===== config.mk =====
export PLATFORM = sky130hd
export DESIGN_NAME = isc_config_regs
export DESIGN_NICKNAME = d
export VERILOG_FILES = /design/src/isc_pkg.sv /design/src/isc_config_regs.sv
export SDC_FILE = /design/constraint.sdc
export NUM_CORES = 1
export LEC_CHECK = 0
export ABC_AREA = 1
export BUFFER_PORTS_ARGS = -buffer_cell sky130_fd_sc_hd__buf_2
export CORE_UTILIZATION = 40
export DETAILED_ROUTE_END_ITERATION = 8
export GPL_ROUTABILITY_DRIVEN = 0
export PLACE_DENSITY = 0.59
export SLEW_MARGIN = 5
export SYNTH_ARGS = -nofsm -noshare
export SYNTH_HDL_FRONTEND = slang
export SYNTH_SLANG_ARGS = --single-unit

===== constraint.sdc =====
create_clock -name clk -period 2.3 [get_ports clk]
set_input_delay 0.115 -clock clk [delete_from_list [all_inputs] [get_ports clk]]
set_output_delay 0.115 -clock clk [all_outputs]
set_load 0.01 [all_outputs]

===== src/isc_pkg.sv =====
package isc_pkg;

	// ==========================================================
	// Register map
	localparam int ISC_NUM_REGS = 13;
	localparam int ISC_ADDR_W = 4;
	localparam int ISC_DATA_W = 12;
	localparam int ISC_FRAME_BITS = ISC_ADDR_W + ISC_DATA_W;

	localparam logic [3:0] ISC_ADDR_SEQUENCER = 4'h0;
	localparam logic [3:0] ISC_ADDR_PIXEL_COUNT = 4'h1;
	localparam logic [3:0] ISC_ADDR_LINE_COUNT = 4'h2;
	localparam logic [3:0] ISC_ADDR_INTEGRATION = 4'h3;
	localparam logic [3:0] ISC_ADDR_PULSE_DELAY = 4'h4;
	localparam logic [3:0] ISC_ADDR_X_START = 4'h5;
	localparam logic [3:0] ISC_ADDR_Y_START = 4'h6;
	localparam logic [3:0] ISC_ADDR_CORE_SUB = 4'h7;
	localparam logic [3:0] ISC_ADDR_AMPLIFIER = 4'h8;
	localparam logic [3:0] ISC_ADDR_COARSE_DAC = 4'h9;
	localparam logic [3:0] ISC_ADDR_FINE_DAC = 4'ha;
	localparam logic [3:0] ISC_ADDR_DARK_DAC = 4'hb;
	localparam logic [3:0] ISC_ADDR_CONVERTER = 4'hc;

	// Power-on value of every register
	localparam logic [11:0] ISC_POWER_ON = 12'h000;

	// Index 12 first, index 0 last
	localparam logic [12:0][11:0] ISC_WIDTH_MASK = {
		12'h7ff, 12'h0ff, 12'h0ff, 12'h0ff, 12'h3ff, 12'h0ff, 12'h0ff,
		12'h07f, 12'h0ff, 12'hfff, 12'hfff, 12'h7ff, 12'hfff};
	localparam logic [12:0][11:0] ISC_DEFAULT = {
		12'h000, 12'h080, 12'h080, 12'h080, 12'h010, 12'h000, 12'h000,
		12'h000, 12'h003, 12'h001, 12'hbc6, 12'h200, 12'h100};
	// Largest legal value; writes above it saturate
	localparam logic [12:0][11:0] ISC_LIMIT = {
		12'h7ff, 12'h0ff, 12'h0ff, 12'h0ff, 12'h3ff, 12'h0ff, 12'h089,
		12'h062, 12'h0ff, 12'hfff, 12'hbc6, 12'h457, 12'hfff};

	// ==========================================================
	// Field positions
	localparam int SEQ_NDR = 0;
	localparam int SEQ_VARIANT_LO = 1;
	localparam int SEQ_RESET_BLACK = 3;
	localparam int SEQ_BOTH_SIDES = 4;
	localparam int SEQ_FRAME_CAL = 5;
	localparam int SEQ_LINE_CAL = 6;
	localparam int SEQ_PRECHARGE = 7;
	localparam int SEQ_GRAN_LO = 8;
	localparam int SEQ_BLACK = 10;
	localparam int SEQ_RESET_ALL = 11;
	localparam int DLY_VALID_LO = 0;
	localparam int DLY_END_LO = 4;
	localparam int CORE_TEST_LO = 0;
	localparam int CORE_XSKIP_LO = 2;
	localparam int CORE_YSKIP_LO = 5;
	localparam int AMP_GAIN_LO = 0;
	localparam int AMP_UNITY = 4;
	localparam int AMP_ONE_OUT = 5;
	localparam int AMP_STANDBY = 6;
	localparam int AMP_CLKDLY_LO = 7;
	localparam int ADC_STANDBY_LO = 0;
	localparam int ADC_ONE = 2;
	localparam int ADC_SWITCH = 3;
	localparam int ADC_CONVERTER_CLOCK_EXTERNAL = 4;
	localparam int ADC_TRISTATE = 5;
	localparam int ADC_CLKDLY_LO = 6;
	localparam int ADC_GAMMA = 9;
	localparam int ADC_FLIP = 10;

	// ==========================================================
	// Decoded configuration seen by sequencer, counters, analog chain
	typedef struct packed {
		logic nondestructive_select;
		logic double_sampling;
		logic [1:0] nondestructive_variant;
		logic reset_before_read;
		logic both_sides;
		logic frame_cal_slow;
		logic line_cal_slow;
		logic continuous_precharge;
		logic [1:0] granularity;
		logic black;
		logic reset_all;
		logic [10:0] pixel_count;
		logic [11:0] line_count;
		logic [11:0] integration_time;
		logic [3:0] valid_pulse_delay;
		logic [3:0] end_pulse_delay;
		logic [6:0] x_start;
		logic [7:0] y_start;
		logic [1:0] test_mode;
		logic [2:0] x_skip_select;
		logic [2:0] y_skip_select;
		logic [3:0] amp_gain;
		logic amp_unity;
		logic amp_one_out;
		logic amp_standby;
		logic [2:0] amp_clock_delay;
		logic [7:0] coarse_offset;
		logic [7:0] fine_offset;
		logic [7:0] dark_level;
		logic [1:0] converter_standby;
		logic converter_mux_en;
		logic converter_select;
		logic out_delay_full;
		logic out_delay_half;
		logic converter_clock_external;
		logic out_tristate;
		logic [2:0] converter_clock_delay;
		logic gamma_law;
		logic output_bit_flip;
	} isc_cfg_t;

	typedef struct packed {
		logic [2:0] clk_sync;
		logic [1:0] data_sync;
		logic [2:0] load_sync;
		logic [15:0] shift;
		logic [4:0] count;
		logic [12:0][11:0] regs;
		isc_cfg_t cfg;
		logic write_done;
	} isc_state_t;

endpackage


===== src/isc_config_regs.sv =====
`timescale 1ns/1ps
// Overview of operation
// - Power-on clears every register to zero
// - Sequencer register at 0, 12 bits, default 0x100
// - Bit 0: double sampling or nondestructive readout
// - Double sampling: sample, reset row, sample, subtract
// - Variant bits 1-2 ignored unless nondestructive
// - Bit 3 resets pixels before readout
// - Bit 4: shutter or both-sides row addressing
// - Bits 5, 6: frame/line calibration fast or slow
// - Bit 7 selects continuous column precharge
// - Bits 8-9 form X sequencer granularity
// - Bit 10 disconnects column amplifiers, dark level
// - Bit 11 holds all pixels in reset
// - Register 1: 11-bit pixel count, max 1111
// - Register 2: 12-bit line count, max 3014
// - Register 4: valid and end pulse delays
// - Registers 5, 6: window start X, Y limits
// - Register 7: test mode, X/Y skip select
// - Register 8: gain, unity, one out, standby, delay
// - Registers 9-11: offset and dark DACs, default 0x80
// - Register 12: converter mux, switch, delay select
// - Register 12: standby, tristate, gamma, bit flip
// - Three-wire serial load places sequencer pulses
// - Variant codes: mode 1/2, reset or read
module isc_config_regs
	import isc_pkg::*;
(
	input wire logic clk,
	input wire logic rst_n,
	input wire logic ser_clk,
	input wire logic ser_data,
	input wire logic ser_load,
	input wire logic preset_defaults,
	output isc_cfg_t cfg,
	output logic write_done
);

	// ==========================================================
	// Helpers
	function automatic logic [11:0] isc_fit(input logic [11:0] v,
		input logic [3:0] a);
		logic [11:0] m;
		m = v & ISC_WIDTH_MASK[a];
		isc_fit = (m > ISC_LIMIT[a]) ? ISC_LIMIT[a] : m;
	endfunction

	function automatic logic rising(input logic [2:0] s);
		rising = s[1] & ~s[2];
	endfunction

	isc_state_t state_reg;
	isc_state_t state_next;
	logic [3:0] wr_addr;
	logic [11:0] wr_data;
	logic [11:0] seq;
	logic [11:0] dly;
	logic [11:0] core;
	logic [11:0] amp;
	logic [11:0] adc;
	isc_cfg_t c;

	assign wr_addr = state_reg.shift[ISC_FRAME_BITS-1 -: ISC_ADDR_W];
	assign wr_data = state_reg.shift[ISC_DATA_W-1:0];

	// ==========================================================
	// Next state
	always_comb
	begin
		state_next = state_reg;
		state_next.write_done = 1'b0;
		// Stage 0 feeds only stage 1; edges look at stages 1 and 2
		state_next.clk_sync = {state_reg.clk_sync[1:0], ser_clk};
		state_next.data_sync = {state_reg.data_sync[0], ser_data};
		state_next.load_sync = {state_reg.load_sync[1:0], ser_load};

		// Shift address then data, MSB first, while load is low
		if (!state_reg.load_sync[1] && rising(state_reg.clk_sync))
		begin
			state_next.shift = {state_reg.shift[ISC_FRAME_BITS-2:0],
				state_reg.data_sync[1]};
			if (state_reg.count != 5'(ISC_FRAME_BITS))
				state_next.count = state_reg.count + 5'd1;
		end

		// Load edge commits a complete frame; short frames are dropped
		if (rising(state_reg.load_sync))
		begin
			state_next.count = 5'd0;
			if (state_reg.count == 5'(ISC_FRAME_BITS)
				&& wr_addr < 4'(ISC_NUM_REGS))
			begin
				state_next.regs[wr_addr] = isc_fit(wr_data, wr_addr);
				state_next.write_done = 1'b1;
			end
		end

		// Local preset of the documented defaults; power-on stays zero
		if (preset_defaults)
			state_next.regs = ISC_DEFAULT;

		// Decode current registers; outputs lag a write by one cycle
		seq = state_reg.regs[ISC_ADDR_SEQUENCER];
		dly = state_reg.regs[ISC_ADDR_PULSE_DELAY];
		core = state_reg.regs[ISC_ADDR_CORE_SUB];
		amp = state_reg.regs[ISC_ADDR_AMPLIFIER];
		adc = state_reg.regs[ISC_ADDR_CONVERTER];
		c = '0;

		c.nondestructive_select = seq[SEQ_NDR];
		c.double_sampling = ~seq[SEQ_NDR];
		// Variant forced to 00 in double sampling so it has no effect
		c.nondestructive_variant = seq[SEQ_NDR]
			? seq[SEQ_VARIANT_LO +: 2] : 2'b00;
		c.reset_before_read = seq[SEQ_RESET_BLACK];
		// Variant 1 also clocks both pointers identically
		c.both_sides = seq[SEQ_BOTH_SIDES]
			| (seq[SEQ_NDR] & ~seq[SEQ_VARIANT_LO + 1]);
		c.frame_cal_slow = seq[SEQ_FRAME_CAL];
		c.line_cal_slow = seq[SEQ_LINE_CAL];
		c.continuous_precharge = seq[SEQ_PRECHARGE];
		c.granularity = seq[SEQ_GRAN_LO +: 2];
		c.black = seq[SEQ_BLACK];
		c.reset_all = seq[SEQ_RESET_ALL];

		c.pixel_count = state_reg.regs[ISC_ADDR_PIXEL_COUNT][10:0];
		c.line_count = state_reg.regs[ISC_ADDR_LINE_COUNT];
		c.integration_time = state_reg.regs[ISC_ADDR_INTEGRATION];
		c.valid_pulse_delay = dly[DLY_VALID_LO +: 4];
		c.end_pulse_delay = dly[DLY_END_LO +: 4];
		c.x_start = state_reg.regs[ISC_ADDR_X_START][6:0];
		c.y_start = state_reg.regs[ISC_ADDR_Y_START][7:0];

		c.test_mode = core[CORE_TEST_LO +: 2];
		c.x_skip_select = core[CORE_XSKIP_LO +: 3];
		c.y_skip_select = core[CORE_YSKIP_LO +: 3];

		c.amp_gain = amp[AMP_GAIN_LO +: 4];
		c.amp_unity = amp[AMP_UNITY];
		c.amp_one_out = amp[AMP_ONE_OUT];
		c.amp_standby = amp[AMP_STANDBY];
		c.amp_clock_delay = amp[AMP_CLKDLY_LO +: 3];

		c.coarse_offset = state_reg.regs[ISC_ADDR_COARSE_DAC][7:0];
		c.fine_offset = state_reg.regs[ISC_ADDR_FINE_DAC][7:0];
		c.dark_level = state_reg.regs[ISC_ADDR_DARK_DAC][7:0];

		c.converter_standby = adc[ADC_STANDBY_LO +: 2];
		c.converter_mux_en = ~adc[ADC_ONE];
		c.converter_select = adc[ADC_ONE] & adc[ADC_SWITCH];
		c.out_delay_full = ~adc[ADC_ONE] & adc[ADC_SWITCH]
			& ~adc[ADC_CONVERTER_CLOCK_EXTERNAL];
		c.out_delay_half = ~adc[ADC_ONE] & adc[ADC_SWITCH]
			& adc[ADC_CONVERTER_CLOCK_EXTERNAL];
		c.converter_clock_external = adc[ADC_CONVERTER_CLOCK_EXTERNAL];
		c.out_tristate = adc[ADC_TRISTATE];
		c.converter_clock_delay = adc[ADC_CLKDLY_LO +: 3];
		c.gamma_law = adc[ADC_GAMMA];
		c.output_bit_flip = adc[ADC_FLIP];

		state_next.cfg = c;
	end

	// ==========================================================
	// State register
	always_ff @(posedge clk or negedge rst_n)
	begin
		if (!rst_n)
		begin
			state_reg.clk_sync <= '0;
			state_reg.data_sync <= '0;
			// Idle high, so leaving reset shows no false load edge
			state_reg.load_sync <= '1;
			state_reg.shift <= '0;
			state_reg.count <= '0;
			state_reg.regs <= {ISC_NUM_REGS{ISC_POWER_ON}};
			state_reg.cfg <= '0;
			state_reg.write_done <= 1'b0;
		end
		else
			state_reg <= state_next;
	end

	assign cfg = state_reg.cfg;
	assign write_done = state_reg.write_done;

endmodule


==> impl_metrics.csv <==
group,metric,value,unit
setup_path,worstSetupEndpointType,"flop",
floorplan,die_w,167.9,um
floorplan,core_region_area,26950,um2
setup_path,critical_path_class,"flop to flop",
finish,finalCoreUtilization,51.17,%
hold_path,min_path_type,"input port to asynchronous set/reset pin",
timing,worstMarginPinSlew,0.8548,ns
global_routing,initial_antenna_violation_count,1,
timing,final_min_period_over_clock_period,116.1,%
finish,layout-drive-gt1-share,40.88,%
synth,library_cell_with_the_highest_instance_count_after_synthesis,"sky130_fd_sc_hd__dfrtp_1",
timing,fin_worst_skew,0.01260,ns
setup_path,worst-endpoint-required,2.70,ns
setup_path,reg2reg_from,"state_reg[300]$_DFFE_PN0P_",
synth,synth.yosys.seq_area_share,63.44,%
synth,synthTopCellsByCount,"sky130_fd_sc_hd__dfrtp_1 (276), sky130_fd_sc_hd__nand2_1 (224), sky130_fd_sc_hd__buf_4 (131), sky130_fd_sc_hd__o21ai_1 (68), sky130_fd_sc_hd__inv_1 (62)",
timing,fin_hold_ws,0.1602,ns
setup_path,worst_r2r_endpoint,"core[7]$_DFFE_PN0P_",
placed_design,numPortBuffers,132,
setup_path,critical_path_arrival,3.07,ns
drt,wl,27270,um
setup_path,cp_max_fo,5,
synth,synthesis.area_per_instance,10.79,um2
drt,vias,7306,
power_and_ir_drop,power.ir.vdd_worst,0.5634,mV
global_routing,grt_start_max_net_pins,71,
placed_design,dpl_worst_slack,-0.4122,ns
clocking,cts_buffers,27,
job,drv_cap,0,
synth,cell_type_with_the_largest_total_area_after_synthesis,"sky130_fd_sc_hd__dfrtp_1",
power_and_ir_drop,powerDensity,773.1,nW/um2
drt,detail-route-antenna-nets,0,
synth,ys_top_cells_by_area,"sky130_fd_sc_hd__dfrtp_1 (63%), sky130_fd_sc_hd__buf_4 (8.9%), sky130_fd_sc_hd__nand2_1 (7.6%)",
synth,netlist-cell-type-count,38,
floorplan,dieHeight,167.9,um
clocking,cts_buffer_depth,3,
outcome,run_status,"finished, violations left",
finish,largest_register_ffs,126,
global_routing,grt_first_pass_wirelength,40250,um
synth,synth_fp_nets,1049,
floorplan,fp.dieArea,28190,um2
synth,yosys_most_used_dff,"sky130_fd_sc_hd__dfrtp_1",
drt,initialDrtViolationCount,573,
timing,setup_failing_eps_final,123,
finish,layout.nets,1167,
global_routing,grt_pass1_vias,7077,
synth,count_of_flip_flops_with_a_built_in_enable_after_synthesis,0,
drt,detailedRoute.firstPassIterationCount,5,
clocking,clk_pin_slew,0.06,ns
clocking,clock_tree_from_tritoncts,"yes",
synth,ys_ff_latch,279,
power_and_ir_drop,total_leakage_power,6.979,nW
synth,netlist.area_leader.share,62.73,%
timing,max_freq,374.4,MHz
timing,fin_setup_tns,-39.48,ns
finish,final_area,13790,um2
placed_design,placement.cell_area,11720,um2
timing,finalWorstSetupSlack,-0.3707,ns
timing,finalHoldViolCount,0,
finish,fill_cells,2377,
synth,synth-async-reset-ratio,100.0,%
timing,grt_setup_unrepaired,"yes",
drt,post-route-drc-count,0,
global_routing,grt_usage,18.60,%
setup_path,worstRegToRegCells,15,
setup_path,startpoint_type,"flop",
placed_design,dp_hpwl,17920,um
clocking,htree_levels,1,
synth,yosysWarningCount,0,
clocking,numClockSinks,279,
synth,synth_area,11010,um2
finish,flow.area_growth_from_synthesis,25.26,%
drt,average_wire_length_per_cell_after_detail_routing,18.20,um
outcome,violations_in_the_final_reports,"negative setup slack",
floorplan,initial_core_util,40.85,%
clocking,cts-root-buf,"sky130_fd_sc_hd__clkbuf_16",
floorplan,fp-row-count,60,
synth,number_of_instances_in_the_synthesized_netlist,1020,
clocking,clock_insertion_delay_at_the_later_pin_of_the_skew_report,0.53,ns
finish,insertedDiodeCount,0,
floorplan,top_level_i_o_count,133,
global_routing,grt.overflow.total,0,
drt,detail_route.vias_per_cell,4.877,
timing,period_minus_slack,2.671,ns
timing,slew-limit-headroom,42.49,%
setup_path,reg2reg_slack,-0.37,ns
timing,finalMaxSlewViolations,0,
[critical path, stage by stage (launching register included)]
cell                        delay (ns)
sky130_fd_sc_hd__dfrtp_2          0.46
sky130_fd_sc_hd__inv_4            0.09
sky130_fd_sc_hd__ha_4             0.20
sky130_fd_sc_hd__inv_4            0.08
sky130_fd_sc_hd__nor2_4           0.04
sky130_fd_sc_hd__a21oi_2          0.14
sky130_fd_sc_hd__inv_2            0.08
sky130_fd_sc_hd__ha_4             0.25
sky130_fd_sc_hd__nand4_1          0.12
sky130_fd_sc_hd__nor2_4           0.19
sky130_fd_sc_hd__nand4_4          0.24
sky130_fd_sc_hd__nand2_4          0.23
sky130_fd_sc_hd__nand2_4          0.07
sky130_fd_sc_hd__nand2_4          0.11
sky130_fd_sc_hd__clkbuf_16        0.17
sky130_fd_sc_hd__o21ai_2          0.05
[logic make-up after synthesis]
family	Yosys count	synth area share (%)
adders and majority gates	23	2.614
and+or+nand+nor	371	15.51
DFF	279	63.44
AOI/OAI and AO/OA	122	5.750
buffers and inverters	225	12.68
[power breakdown]
part           total (mW)  internal [mW]  switching (mW)
registers            5.00           4.96          0.0431
logic                1.04          0.380           0.663
clock network        4.62           2.81            1.81
[metal layers]
metal  track usage [%]  part of all wire [%]  up-vias
met2             30.33                    50      200
met4             5.026                   1.8        0
met3             2.938                   4.7       40
met1             25.87                    44     3669
met5                 0                     0        -
li1                  -                     -     3397
[per-stage QoR]
step,cells,power [mW]
2_1_floorplan,1020,5.387
3_3_place_gp,1418,5.827
3_5_place_dp,1418,5.833
4_1_cts,1487,10.56
5_1_grt,1498,11.02
6_report,1498,10.66
[layout by cell type (no fill, tap or decap), types with 5 or more instances in the layout]
| cell type | count |
|---|---|
| sky130_fd_sc_hd__clkbuf_16 | 31 |
| sky130_fd_sc_hd__inv_1 | 55 |
| sky130_fd_sc_hd__o21ai_2 | 65 |
| sky130_fd_sc_hd__nand3_4 | 5 |
| sky130_fd_sc_hd__o21ai_1 | 14 |
| sky130_fd_sc_hd__nand2_2 | 10 |
| sky130_fd_sc_hd__buf_6 | 14 |
| sky130_fd_sc_hd__nor3_1 | 9 |
| sky130_fd_sc_hd__ha_4 | 5 |
| sky130_fd_sc_hd__buf_12 | 11 |
| sky130_fd_sc_hd__buf_2 | 131 |
| sky130_fd_sc_hd__inv_2 | 19 |
| sky130_fd_sc_hd__ha_1 | 15 |
| sky130_fd_sc_hd__nand2_1 | 203 |
| sky130_fd_sc_hd__nand2_4 | 15 |
| sky130_fd_sc_hd__nor2_1 | 28 |
| sky130_fd_sc_hd__nand3_2 | 26 |
| sky130_fd_sc_hd__bufinv_16 | 5 |
| sky130_fd_sc_hd__nand2_8 | 8 |
| sky130_fd_sc_hd__nor2_2 | 7 |
| sky130_fd_sc_hd__a21oi_1 | 7 |
| sky130_fd_sc_hd__clkbuf_1 | 6 |
| sky130_fd_sc_hd__dfrtp_1 | 273 |
| sky130_fd_sc_hd__a21oi_2 | 11 |
| sky130_fd_sc_hd__o21ai_0 | 19 |
| sky130_fd_sc_hd__nor2_4 | 8 |
| sky130_fd_sc_hd__nand3_1 | 36 |
| sky130_fd_sc_hd__clkinv_2 | 5 |
| sky130_fd_sc_hd__buf_4 | 63 |
[worst max-delay path by stage]
| stage | startpoint | end | slack [ns] | depth (start not counted) |
|---|---|---|---|---|
| after floorplan | state_reg[300]$_DFFE_PN0P_ | adc[0]$_DFFE_PN0P_ | -0.02 | 17 |
| after global placement | state_reg[300]$_DFFE_PN0P_ | seq[8]$_DFFE_PN0P_ | -0.33 | 14 |
| after detailed placement | state_reg[300]$_DFFE_PN0P_ | seq[8]$_DFFE_PN0P_ | -0.41 | 16 |
| after CTS | state_reg[300]$_DFFE_PN0P_ | seq[4]$_DFFE_PN0P_ | -0.27 | 14 |
| after global routing | state_reg[300]$_DFFE_PN0P_ | c[100]$_DFFE_PN0P_ | -0.44 | 18 |
| final | state_reg[300]$_DFFE_PN0P_ | core[7]$_DFFE_PN0P_ | -0.37 | 15 |
[area by class of cell]
class                           instances  area (um2)  share of cell area [%]
Clock buffer                           36       739.5                   5.362
Clock inverter                         12       190.2                   1.379
Inverter                               79       304.0                   2.204
Multi-Input combinational cell        520        3436                   24.91
Sequential cell                       279        6989                   50.68
Tap cell                              341       426.7                   3.094
Timing Repair Buffer                  231        1707                   12.37
[repair_timing]
action                                  in CTS  in global routing
hold endpoints to repair                    67                  0
pin swaps                                   10                 27
hold buffers                                 4                  0
gates cloned                                 3                  5
resized for setup                           74                126
endpoints found under the setup margin     123                123
buffers inserted                            14                  6
Power figures use the tool's default switching activity.
